===== src/logic/lsd_defs.vh =====
/*
  constants for the serial datapath: register map, field positions,
  reset values and timing counts. assumes inclusion by the datapath module.
*/
`ifndef LSD_DEFS_VH
`define LSD_DEFS_VH

// ----------------------------------------------------------------
// register byte offsets
// ----------------------------------------------------------------
`define LSD_OFF_CTRL     4'h0
`define LSD_OFF_TXDATA   4'h4
`define LSD_OFF_RXDATA   4'h8
`define LSD_OFF_STATUS   4'hC

// ----------------------------------------------------------------
// control fields
// ----------------------------------------------------------------
`define LSD_CTRL_FACTOR_LSB  0
`define LSD_CTRL_FACTOR_MSB  3
`define LSD_CTRL_CLKMODE     4
`define LSD_CTRL_DIV_LSB     5
`define LSD_CTRL_DIV_MSB     8
`define LSD_CTRL_PHASE180    9
`define LSD_CTRL_BYPASS      10
`define LSD_CTRL_DDR         11
`define LSD_CTRL_DPA_EN      12
`define LSD_CTRL_PHASE_LSB   13
`define LSD_CTRL_PHASE_MSB   15
`define LSD_CTRL_ROLL_LSB    16
`define LSD_CTRL_ROLL_MSB    19
`define LSD_CTRL_FIFO_CLR    20
`define LSD_CTRL_SLIP        21
`define LSD_CTRL_RESET       32'h000B000A

// ----------------------------------------------------------------
// sizes and counts
// ----------------------------------------------------------------
`define LSD_WORD_MAX     10
`define LSD_FIFO_DEPTH   6
`define LSD_PHASES       8
`define LSD_SLIP_WAIT    2'h2
`define LSD_ROLL_MAX     11

`endif


===== src/logic/lsd_datapath.v =====
/*
  serial transmit/receive datapath with an axi4-lite register slave.
  assumes aclk is the serial-rate clock; the parallel rate is an enable
  pulse every factor cycles. rx serial inputs come from pins and are
  synchronised; the eight pll phases arrive as a sampled bus.
*/
// Local design decisions: the address map and register access over AXI4-Lite.
// Operation
// RULE1: tx takes up to ten-bit word, loads, shifts
// RULE2: most significant bit leaves first
// RULE3: factor is 3,4,6,7,8 or 10
// RULE4: load strobe derived from factor
// RULE5: forwarded clock may toggle at data rate
// RULE6: forwarded clock divided by 1,2,4,6,8,10
// RULE7: clock phase selectable zero or 180 degrees
// RULE8: data channel may emit clock pattern
// RULE9: bypass gives factor two or one
// RULE10: sdr passes through, ddr uses two registers
// RULE11: receive fifo one bit by six
// RULE12: aligner picks one of pll phases
// RULE13: slip request inserts one bit latency
// RULE14: deserializer delivers up to ten bits
// RULE15: without alignment phase is static setting
// RULE16: aligned mode picks best phase automatically
// RULE17: core raises slip for one parallel cycle
// RULE18: rollover flag pulses one parallel cycle
// RULE19: realigned data valid two cycles after slip
// RULE20: clear input empties synchroniser fifo
// RULE21: one load strobe per factor cycles
// RULE22: bypass disables aligner and slip
`timescale 1ns/1ps
`include "lsd_defs.vh"

module lsd_datapath (
  // clock and reset
  input  wire        aclk,
  input  wire        aresetn,
  // axi4-lite write address
  input  wire [3:0]  s_axi_awaddr,
  input  wire        s_axi_awvalid,
  output wire        s_axi_awready,
  // axi4-lite write data
  input  wire [31:0] s_axi_wdata,
  input  wire [3:0]  s_axi_wstrb,
  input  wire        s_axi_wvalid,
  output wire        s_axi_wready,
  // axi4-lite write response
  output reg  [1:0]  s_axi_bresp,
  output reg         s_axi_bvalid,
  input  wire        s_axi_bready,
  // axi4-lite read address
  input  wire [3:0]  s_axi_araddr,
  input  wire        s_axi_arvalid,
  output wire        s_axi_arready,
  // axi4-lite read data
  output reg  [31:0] s_axi_rdata,
  output reg  [1:0]  s_axi_rresp,
  output reg         s_axi_rvalid,
  input  wire        s_axi_rready,
  // serial link
  output reg         tx_serial,
  input  wire [7:0]  rx_phase_samples,
  input  wire        fifo_clear
);

  // ----------------------------------------------------------------
  // functions
  // ----------------------------------------------------------------
  // legal factors only; anything else falls back to ten
  function [3:0] lsd_factor;
    input [3:0] f;
    begin
      case (f)
        4'h3, 4'h4, 4'h6, 4'h7, 4'h8, 4'hA: lsd_factor = f; // RULE3
        default: lsd_factor = 4'hA;
      endcase
    end
  endfunction

  // counter wrap test shared by tx, rx and clock divider
  function lsd_wrap;
    input [3:0] cnt;
    input [3:0] lim;
    begin
      lsd_wrap = (cnt >= lim - 4'h1);
    end
  endfunction

  // ----------------------------------------------------------------
  // registers and bus slave
  // ----------------------------------------------------------------
  reg  [31:0] ctrl_reg;
  reg  [9:0]  txdata_reg;
  reg  [9:0]  rxdata_reg;
  reg         roll_reg;
  reg         roll_seen_reg;
  reg         aw_held_reg;
  reg         w_held_reg;
  reg  [3:0]  awaddr_reg;
  reg  [31:0] wdata_reg;
  reg  [3:0]  wstrb_reg;
  reg         tx_taken_reg;
  reg  [2:0]  phase_sel_reg;
  reg         dpa_locked_reg;

  wire [3:0] factor   = lsd_factor(ctrl_reg[`LSD_CTRL_FACTOR_MSB:`LSD_CTRL_FACTOR_LSB]);
  wire       clk_mode = ctrl_reg[`LSD_CTRL_CLKMODE];
  wire [3:0] clk_div  = ctrl_reg[`LSD_CTRL_DIV_MSB:`LSD_CTRL_DIV_LSB];
  wire       ph180    = ctrl_reg[`LSD_CTRL_PHASE180];
  wire       bypass   = ctrl_reg[`LSD_CTRL_BYPASS];
  wire       ddr_mode = ctrl_reg[`LSD_CTRL_DDR];
  wire       dpa_en   = ctrl_reg[`LSD_CTRL_DPA_EN] & ~bypass;            // RULE22
  wire [3:0] roll_pt  = ctrl_reg[`LSD_CTRL_ROLL_MSB:`LSD_CTRL_ROLL_LSB];
  wire       slip_in  = ctrl_reg[`LSD_CTRL_SLIP] & ~bypass;              // RULE22
  wire       fifo_clr_sw = ctrl_reg[`LSD_CTRL_FIFO_CLR];
  // phase in use: automatic pick, or the static setting without alignment
  wire [2:0] phase_now = dpa_en ? phase_sel_reg
                                : ctrl_reg[`LSD_CTRL_PHASE_MSB:`LSD_CTRL_PHASE_LSB]; // RULE15

  assign s_axi_awready = ~aw_held_reg & ~s_axi_bvalid;
  assign s_axi_wready  = ~w_held_reg & ~s_axi_bvalid;
  assign s_axi_arready = ~s_axi_rvalid;

  wire aw_go  = s_axi_awvalid & s_axi_awready;
  wire w_go   = s_axi_wvalid & s_axi_wready;
  wire aw_ok  = aw_held_reg | aw_go;
  wire w_ok   = w_held_reg | w_go;
  wire [3:0]  wr_addr = aw_held_reg ? awaddr_reg : s_axi_awaddr;
  wire [31:0] wr_data = w_held_reg ? wdata_reg : s_axi_wdata;
  wire [3:0]  wr_strb = w_held_reg ? wstrb_reg : s_axi_wstrb;
  wire        wr_fire = aw_ok & w_ok & ~s_axi_bvalid;
  wire        wr_map  = (wr_addr == `LSD_OFF_CTRL) | (wr_addr == `LSD_OFF_TXDATA);
  wire        tx_load;
  wire        rd_fire = s_axi_arvalid & s_axi_arready;

  // byte-lane merge of a write into a word
  function [31:0] lsd_merge;
    input [31:0] old;
    input [31:0] nw;
    input [3:0]  st;
    integer i;
    begin
      lsd_merge = old;
      for (i = 0; i < 4; i = i + 1)
        if (st[i])
          lsd_merge[i*8 +: 8] = nw[i*8 +: 8];
    end
  endfunction

  // merged transmit word; only the low ten bits are kept
  wire [31:0] tx_merged = lsd_merge({22'h000000, txdata_reg}, wr_data, wr_strb);

  // write channel: address and data accepted in either order
  always @(posedge aclk) begin
    if (!aresetn) begin
      aw_held_reg <= 1'b0;
      w_held_reg  <= 1'b0;
      awaddr_reg  <= 4'h0;
      wdata_reg   <= 32'h00000000;
      wstrb_reg   <= 4'h0;
      s_axi_bvalid <= 1'b0;
      s_axi_bresp <= 2'h0;
      ctrl_reg    <= `LSD_CTRL_RESET;
      txdata_reg  <= 10'h000;
      tx_taken_reg <= 1'b1;
    end else begin
      if (aw_go) begin
        aw_held_reg <= 1'b1;
        awaddr_reg  <= s_axi_awaddr;
      end
      if (w_go) begin
        w_held_reg <= 1'b1;
        wdata_reg  <= s_axi_wdata;
        wstrb_reg  <= s_axi_wstrb;
      end
      if (tx_load)
        tx_taken_reg <= 1'b1;
      if (wr_fire) begin
        aw_held_reg  <= 1'b0;
        w_held_reg   <= 1'b0;
        s_axi_bvalid <= 1'b1;
        s_axi_bresp  <= wr_map ? 2'h0 : 2'h2;
        if (wr_addr == `LSD_OFF_CTRL)
          ctrl_reg <= lsd_merge(ctrl_reg, wr_data, wr_strb);
        if (wr_addr == `LSD_OFF_TXDATA) begin
          txdata_reg   <= tx_merged[9:0];                             // RULE1
          tx_taken_reg <= 1'b0;
        end
      end else if (s_axi_bvalid && s_axi_bready) begin
        s_axi_bvalid <= 1'b0;
      end
    end
  end

  // read channel: one cycle from address to data
  always @(posedge aclk) begin
    if (!aresetn) begin
      s_axi_rvalid <= 1'b0;
      s_axi_rdata  <= 32'h00000000;
      s_axi_rresp  <= 2'h0;
    end else if (rd_fire) begin
      s_axi_rvalid <= 1'b1;
      s_axi_rresp  <= 2'h0;
      case (s_axi_araddr)
        `LSD_OFF_CTRL:   s_axi_rdata <= ctrl_reg;
        `LSD_OFF_TXDATA: s_axi_rdata <= {22'h000000, txdata_reg};
        `LSD_OFF_RXDATA: s_axi_rdata <= {22'h000000, rxdata_reg};
        `LSD_OFF_STATUS: s_axi_rdata <= {26'h0000000, phase_now, dpa_locked_reg,
                                         roll_seen_reg, tx_taken_reg};
        default: begin
          s_axi_rdata <= 32'h00000000;
          s_axi_rresp <= 2'h2;
        end
      endcase
    end else if (s_axi_rvalid && s_axi_rready) begin
      s_axi_rvalid <= 1'b0;
    end
  end

  // ----------------------------------------------------------------
  // transmitter
  // ----------------------------------------------------------------
  reg [3:0] tx_cnt_reg;
  reg [9:0] tx_load_reg;
  reg [9:0] tx_shift_reg;
  reg [3:0] fclk_cnt_reg;
  reg       fclk_reg;
  reg       ddr_phase_reg;
  reg [1:0] ddr_out_reg;

  // one strobe every factor serial cycles
  assign tx_load = lsd_wrap(tx_cnt_reg, factor);                     // RULE21 RULE4

  // load register, shift register and forwarded clock divider
  always @(posedge aclk) begin
    if (!aresetn) begin
      tx_cnt_reg    <= 4'h0;
      tx_load_reg   <= 10'h000;
      tx_shift_reg  <= 10'h000;
      fclk_cnt_reg  <= 4'h0;
      fclk_reg      <= 1'b0;
      ddr_phase_reg <= 1'b0;
      ddr_out_reg   <= 2'h0;
    end else begin
      tx_cnt_reg  <= tx_load ? 4'h0 : tx_cnt_reg + 4'h1;
      tx_load_reg <= txdata_reg;                                      // RULE1
      if (tx_load)
        tx_shift_reg <= tx_load_reg << (4'hA - factor);               // RULE1
      else
        tx_shift_reg <= {tx_shift_reg[8:0], 1'b0};                    // RULE2
      // divide by one toggles every cycle: clock at data rate
      if (clk_div <= 4'h1) begin
        fclk_reg <= ~fclk_reg;                                        // RULE5
        fclk_cnt_reg <= 4'h0;
      end else if (tx_load) begin
        fclk_cnt_reg <= 4'h0;
        fclk_reg <= 1'b1;
      end else if (lsd_wrap(fclk_cnt_reg, clk_div >> 1)) begin
        fclk_cnt_reg <= 4'h0;
        fclk_reg <= ~fclk_reg;                                        // RULE6
      end else begin
        fclk_cnt_reg <= fclk_cnt_reg + 4'h1;
      end
      // ddr bypass: two output registers, one bit each half
      ddr_phase_reg <= ~ddr_phase_reg;
      if (!ddr_phase_reg)
        ddr_out_reg <= txdata_reg[1:0];                               // RULE10
    end
  end

  // output select: clock pattern, bypass or serial data
  always @(posedge aclk) begin
    if (!aresetn)
      tx_serial <= 1'b0;
    else if (clk_mode)
      tx_serial <= fclk_reg ^ ph180;                                  // RULE8 RULE7
    else if (bypass && !ddr_mode)
      tx_serial <= txdata_reg[0];                                     // RULE9 RULE10
    else if (bypass)
      tx_serial <= ddr_phase_reg ? ddr_out_reg[0] : ddr_out_reg[1];   // RULE9
    else
      tx_serial <= tx_shift_reg[9];                                   // RULE2
  end

  // ----------------------------------------------------------------
  // receiver: phase pick, fifo, slip, deserializer
  // ----------------------------------------------------------------
  reg [7:0] ph_s1_reg;
  reg [7:0] ph_s2_reg;
  reg [7:0] ph_prev_reg;
  reg       fclr_s1_reg;
  reg       fclr_s2_reg;
  reg [5:0] fifo_reg;
  reg [2:0] fifo_cnt_reg;
  reg [10:0] slip_dly_reg;
  reg [3:0] slip_amt_reg;
  reg       slip_prev_reg;
  reg [3:0] rx_cnt_reg;
  reg [9:0] rx_shift_reg;
  reg [1:0] slip_wait_reg;
  reg       rx_bit;
  reg       slip_bit;
  integer   k;

  wire fifo_clr = fclr_s2_reg | fifo_clr_sw;
  wire par_en   = lsd_wrap(rx_cnt_reg, factor);
  wire sel_bit  = ph_s2_reg[phase_now];                               // RULE12 RULE15

  // fifo output and slip tap
  always @* begin
    rx_bit = (fifo_cnt_reg == 3'h0) ? sel_bit : fifo_reg[fifo_cnt_reg - 3'h1];
    slip_bit = (slip_amt_reg == 4'h0) ? rx_bit : slip_dly_reg[slip_amt_reg - 4'h1];
  end

  // pins pass two flops; phase chosen where no neighbour shows a transition
  always @(posedge aclk) begin
    if (!aresetn) begin
      ph_s1_reg      <= 8'h00;
      ph_s2_reg      <= 8'h00;
      ph_prev_reg    <= 8'h00;
      phase_sel_reg  <= 3'h0;
      dpa_locked_reg <= 1'b0;
      fclr_s1_reg    <= 1'b0;
      fclr_s2_reg    <= 1'b0;
    end else begin
      ph_s1_reg   <= rx_phase_samples;
      ph_s2_reg   <= ph_s1_reg;
      ph_prev_reg <= ph_s2_reg;
      // clear pin comes from outside: two flops before use
      fclr_s1_reg <= fifo_clear;
      fclr_s2_reg <= fclr_s1_reg;
      // last and first phase belong to different bit times: no wrap compare
      if (dpa_en) begin
        for (k = 0; k < `LSD_PHASES - 1; k = k + 1)
          if (ph_s2_reg[k] != ph_s2_reg[k + 1] &&
              ph_s2_reg != ph_prev_reg) begin
            phase_sel_reg  <= k[2:0] + 3'h5;                          // RULE16
            dpa_locked_reg <= 1'b1;
          end
      end
    end
  end

  // synchroniser fifo, slip delay line and deserializer
  always @(posedge aclk) begin
    if (!aresetn) begin
      fifo_reg      <= 6'h00;
      fifo_cnt_reg  <= 3'h0;
      slip_dly_reg  <= 11'h000;
      slip_amt_reg  <= 4'h0;
      slip_prev_reg <= 1'b0;
      slip_wait_reg <= 2'h0;
      rx_cnt_reg    <= 4'h0;
      rx_shift_reg  <= 10'h000;
      rxdata_reg    <= 10'h000;
      roll_reg      <= 1'b0;
      roll_seen_reg <= 1'b0;
    end else begin
      if (fifo_clr) begin
        fifo_reg     <= 6'h00;                                        // RULE20
        fifo_cnt_reg <= 3'h0;
      end else if (dpa_en) begin
        fifo_reg <= {fifo_reg[4:0], sel_bit};                         // RULE11
        if (fifo_cnt_reg < 3'h3)
          fifo_cnt_reg <= fifo_cnt_reg + 3'h1;
      end
      slip_dly_reg <= {slip_dly_reg[9:0], rx_bit};
      rx_cnt_reg   <= par_en ? 4'h0 : rx_cnt_reg + 4'h1;
      rx_shift_reg <= {rx_shift_reg[8:0], slip_bit};                  // RULE14
      if (par_en) begin
        slip_prev_reg <= slip_in;
        roll_reg      <= 1'b0;
        if (slip_wait_reg != 2'h0)
          slip_wait_reg <= slip_wait_reg - 2'h1;                      // RULE19
        if (slip_in && !slip_prev_reg) begin                          // RULE17
          slip_wait_reg <= `LSD_SLIP_WAIT;
          if (slip_amt_reg + 4'h1 >= roll_pt) begin
            slip_amt_reg <= 4'h0;
            roll_reg     <= 1'b1;                                     // RULE18
          end else begin
            slip_amt_reg <= slip_amt_reg + 4'h1;                      // RULE13
          end
        end
        rxdata_reg <= bypass ? {8'h00, rx_shift_reg[1:0] & (ddr_mode ? 2'h3 : 2'h1)}
                             : rx_shift_reg & ((10'h001 << factor) - 10'h001); // RULE22 RULE14
      end
      if (roll_reg)
        roll_seen_reg <= 1'b1;
      if (rd_fire && s_axi_araddr == `LSD_OFF_STATUS && !roll_reg)
        roll_seen_reg <= 1'b0;
    end
  end

endmodule // lsd_datapath


===== config.mk =====
export PLATFORM = sky130hd
export DESIGN_NAME = lsd_datapath
export DESIGN_NICKNAME = d
export VERILOG_FILES = /design/src/logic/lsd_datapath.v
export VERILOG_INCLUDE_DIRS = /design/src /design/src/logic
export SDC_FILE = /design/constraint.sdc
export NUM_CORES = 1
export LEC_CHECK = 0
export BUFFER_PORTS_ARGS = -buffer_cell sky130_fd_sc_hd__clkbuf_2
export CAP_MARGIN = 10
export CORE_MARGIN = 2
export CORE_UTILIZATION = 35
export DETAILED_ROUTE_END_ITERATION = 8
export PLACE_DENSITY = 0.59
export SKIP_CTS_REPAIR_TIMING = 1
export SLEW_MARGIN = 20
export SYNTH_ARGS = -nofsm -noshare
export SYNTH_HDL_FRONTEND = slang
export SYNTH_SLANG_ARGS = --single-unit

===== constraint.sdc =====
create_clock -name aclk -period 5.2 [get_ports aclk]
set_input_delay 0.26 -clock aclk [delete_from_list [all_inputs] [get_ports aclk]]
set_output_delay 0.26 -clock aclk [all_outputs]
set_load 0.05 [all_outputs]

==> results by group <==
Synthesis
  • Post-Syn Instances: 1,141
  • Syn Area/Cell: 8.860 um^2
  • Xor/xnor cell area share of the yosys netlist: 1.733%
  • Yosys top cell area share: 46.53%
  • Post-synthesis cell area: 10,110 um^2
  • Number of synthesized register bits: 235
  • Complex-gate fraction of the synthesized area: 14.96%
  • Synth Area in Simple Gates: 20.24%
  • Post-Synth Adder-Cell Area: 3.639%
  • Synth async-reset ratio: 0%
  • Mux cell area share after synthesis: 8.441%
  • Synth area leader: dfxtp_1
  • Synth top area cells: dfxtp_1 47%, mux2i_1 7.3%, nand2_1 5.6%, a21oi_1 5.4%, nor2_1 3.9%
  • Post-synth EDFFs: 0
  • Largest family of logic cells by synthesized area: simple AND/OR/NAND/NOR gates
  • Top_reg_cell synth: dfxtp_1
  • Warning count from the yosys run: 0
  • Unique masters post-synth: 67
  • Post-synthesis sequential area ratio: 46.53%

Placement
  • IO Port Bufs: 99
  • Cell Area, Placed: 10,830 um^2
  • GP Congestion: 0.8347
  • DP Wirelength: 17,090 um

Floorplan
  • Die Ht: 174.0 um
  • Chip Width: 174.0 um
  • Die footprint: 30,260 um^2
  • Initial Util: 35.41%
  • # IOs: 102
  • Placeable Area: 28,550 um^2
  • Core Rows: 62

Finish
  • Area grow syn2layout: 19.34%
  • Fill count: 2,940
  • Share of layout cells above drive strength 1: 13.82%
  • Nets: 1,326
  • Design Area, Final: 12,070 um^2
  • ANT cells: 0

CTS
  • CTS H-Tree Depth: 1
  • Maximum clock path buffer count: 3
  • Clk Latency, worst-skew pair: 0.53 ns
  • CTS sink cnt: 235
  • Clock-pin transition on the worst setup and hold timing paths: 0.06 ns
  • TritonCTS clock tree: done
  • Clock root buffer master: clkbuf_16
  • CTS buffer count: 26

Min path
  • Hold Crit Start: s_axi_wdata[26]
  • Hold Path Class: in2reg
  • Min-Delay Path Depth: 3
  • WHS Endpoint: wdata_reg[26]

Global route
  • Remaining Overflow, GRT: 0
  • GR Util All Layers: 16.46%
  • Busiest grt layer: met2
  • Vias in the first global route: 7,587
  • Met1 usage in global routing: 23.28%
  • Initial antenna violation count: 0
  • First-pass GRT wire length: 40,820 um
  • GR Util met2: 26.00%
  • GR Util met3: 3.171%
  • Largest net degree at the start of global routing: 89

Outcome
  • Failing checks: hold timing
  • Outcome: finished with violations

Detailed routing
  • Routed WL: 25,430 um
  • Pre-antenna DRT Iters: 7
  • First DRT Iteration DRCs: 442
  • Total number of vias: 8,192
  • Vias per cell: 4.986
  • ANT nets after route: 0
  • Routed len/inst: 15.48 um
  • # DRC: 0

Setup path
  • WP buf/inv: 1
  • Worst EP arrival: 3.96 ns
  • CP max-delay cell: or2_1
  • Crit path cell chain: or2_1, inv_1, ha_1, ha_1, a21o_1, a21o_1, maj3_1, o2111ai_1, a21oi_1
  • R2R setup slack: 1.60 ns
  • Worst-path fanout max: 17
  • Largest delay contributor family on the critical path: adder cells
  • RR Startpoint: ctrl_reg[3]
  • Worst Path Class, Setup: reg2reg
  • Worst reg2reg path endpoint: rxdata_reg[3]
  • Crit-path max cell delay: 0.65 ns
  • Required time worst endpoint: 5.57 ns
  • Worst Setup Start Kind: flip-flop
  • CP endpoint kind: flip-flop
  • R2R cell count: 9

Timing
  • Final setup violation count: 0
  • Final slew viol count: 0
  • RSZ-0062 raised after global routing: no
  • Least-Margin Pin Slew: 1.119 ns
  • Slew headroom: 25.24%
  • Skew final: 0.006882 ns
  • Fin crit share: 69.14%
  • TNS Setup: 0 ns
  • Final Hold Vio Count: 7
  • Tmin final: 3.595 ns
  • WHS: -0.03016 ns
  • Fmax: 278.1 MHz

Power
  • P_leak: 4.698 nW
  • Pwr/cell area: 335.3 nW/um^2
  • VDD IR max: 0.3187 mV

Run
  • Maxcap violations: 0
==> cell usage after synthesis (all sizes together), types with 5 or more instances <==
cell and number:
xor2 10, nor2 109, and3 6, nand3 40
o2bb2ai 6, nand2b 13, a221oi 5, a21oi 109
nand2 152, nand4 6, and2 58, a21o 9
dfxtp 235, clkbuf 51, a22oi 8, o211ai 9
or3 5, mux2i 74, nor4 7, ha 26
inv 29, o21ai 21, nor3 6, xnor2 10
buf 27, nor2b 10, a211oi 46
==> worst register-to-register path, stage by stage, from the launching register on <==
cell and delay [ns]:
dfxtp_1 0.50, or2_1 0.65, inv_1 0.11, ha_1 0.64, ha_1 0.34, a21o_1 0.17, a21o_1 0.17, maj3_1 0.56
o2111ai_1 0.21, a21oi_1 0.09
==> cells in the final DEF (no fill, tap or decap), drive strengths merged, types with 5 or more instances in the layout <==
cell | synthesis | layout
a211oi | 46 | 46
nor2 | 109 | 109
o2bb2ai | 6 | 6
o211ai | 9 | 9
inv | 29 | 29
dlygate4sd3 | 0 | 41
dfxtp | 235 | 235
and2 | 58 | 58
clkinv | 0 | 10
nand2b | 13 | 13
a21o | 9 | 9
a22oi | 8 | 8
nor3 | 6 | 6
a21oi | 109 | 109
xor2 | 10 | 10
and3 | 6 | 6
clkbuf | 51 | 134
nand3 | 40 | 40
o21ai | 21 | 21
a221oi | 5 | 5
nand2 | 152 | 152
nor2b | 10 | 10
ha | 26 | 26
mux2i | 74 | 74
buf | 27 | 8
nor4 | 7 | 7
or3 | 5 | 5
nand4 | 6 | 6
xnor2 | 10 | 10
==> how the worst max path moves through the flow <==
stage | slack [ns] | cells past startpoint | to | from
6_report | 1.60 | 9 | rxdata_reg[3] | ctrl_reg[3]
4_1_cts | 1.32 | 9 | rxdata_reg[3] | ctrl_reg[3]
5_1_grt | 1.35 | 9 | fclk_cnt_reg[1] | ctrl_reg[3]
3_5_place_dp | 1.33 | 9 | rxdata_reg[3] | ctrl_reg[3]
3_3_place_gp | 1.38 | 10 | rxdata_reg[3] | ctrl_reg[0]
2_1_floorplan | 2.42 | 13 | fclk_cnt_reg[1] | ctrl_reg[1]
==> cells by family after synthesis <==
logic type | count (synthesis)
simple gates | 429
compound gates | 238
flops | 235
buf+inv | 107
mux | 80
fa+ha+maj | 30
xor+xnor | 20
other cells | 2
==> stage by stage <==
step	std cells	power [W]	setup WS [ns]	hold WS (ns)	util (%)
finish	1643	0.004046	1.605	-0.03016	42.26
global route	1643	0.004216	1.354	0.0002636	42.26
CTS	1602	0.004068	1.315	-0.1017	40.83
detailed placement	1555	0.002289	1.330	0.4177	37.93
global placement	1555	0.002284	1.384	0.4177	37.93
floorplan	1142	0.002184	2.421	0.3601	-
==> layer usage <==
metal  share of wire [%]  routed length [um]
met1                  48               12230
met2                  45               11470
met3                 5.0                1284
met4                 1.8                 446
met5                   0                   0
==> cell type report <==
| class | count | area, um^2 | area share (%) |
|---|---|---|---|
| Timing Repair Buffer | 148 | 965.9 | 8.006 |
| Clock inverter | 12 | 91.34 | 0.7570 |
| Inverter | 29 | 111.4 | 0.9230 |
| Sequential cell | 235 | 4706 | 39.00 |
| Multi-Input combinational cell | 800 | 4975 | 41.23 |
| Tap cell | 384 | 480.5 | 3.982 |
| Clock buffer | 35 | 735.7 | 6.098 |
==> power breakdown <==
| group | internal, W | leakage [nW] | total, W | switching [W] |
|---|---|---|---|---|
| Clock | 0.00104 | 0.414 | 0.00177 | 0.000734 |
| Sequential | 0.00186 | 1.91 | 0.00190 | 0.0000442 |
| Combinational | 0.000145 | 2.38 | 0.000371 | 0.000226 |
No activity file was read; power rests on OpenSTA's default activity.
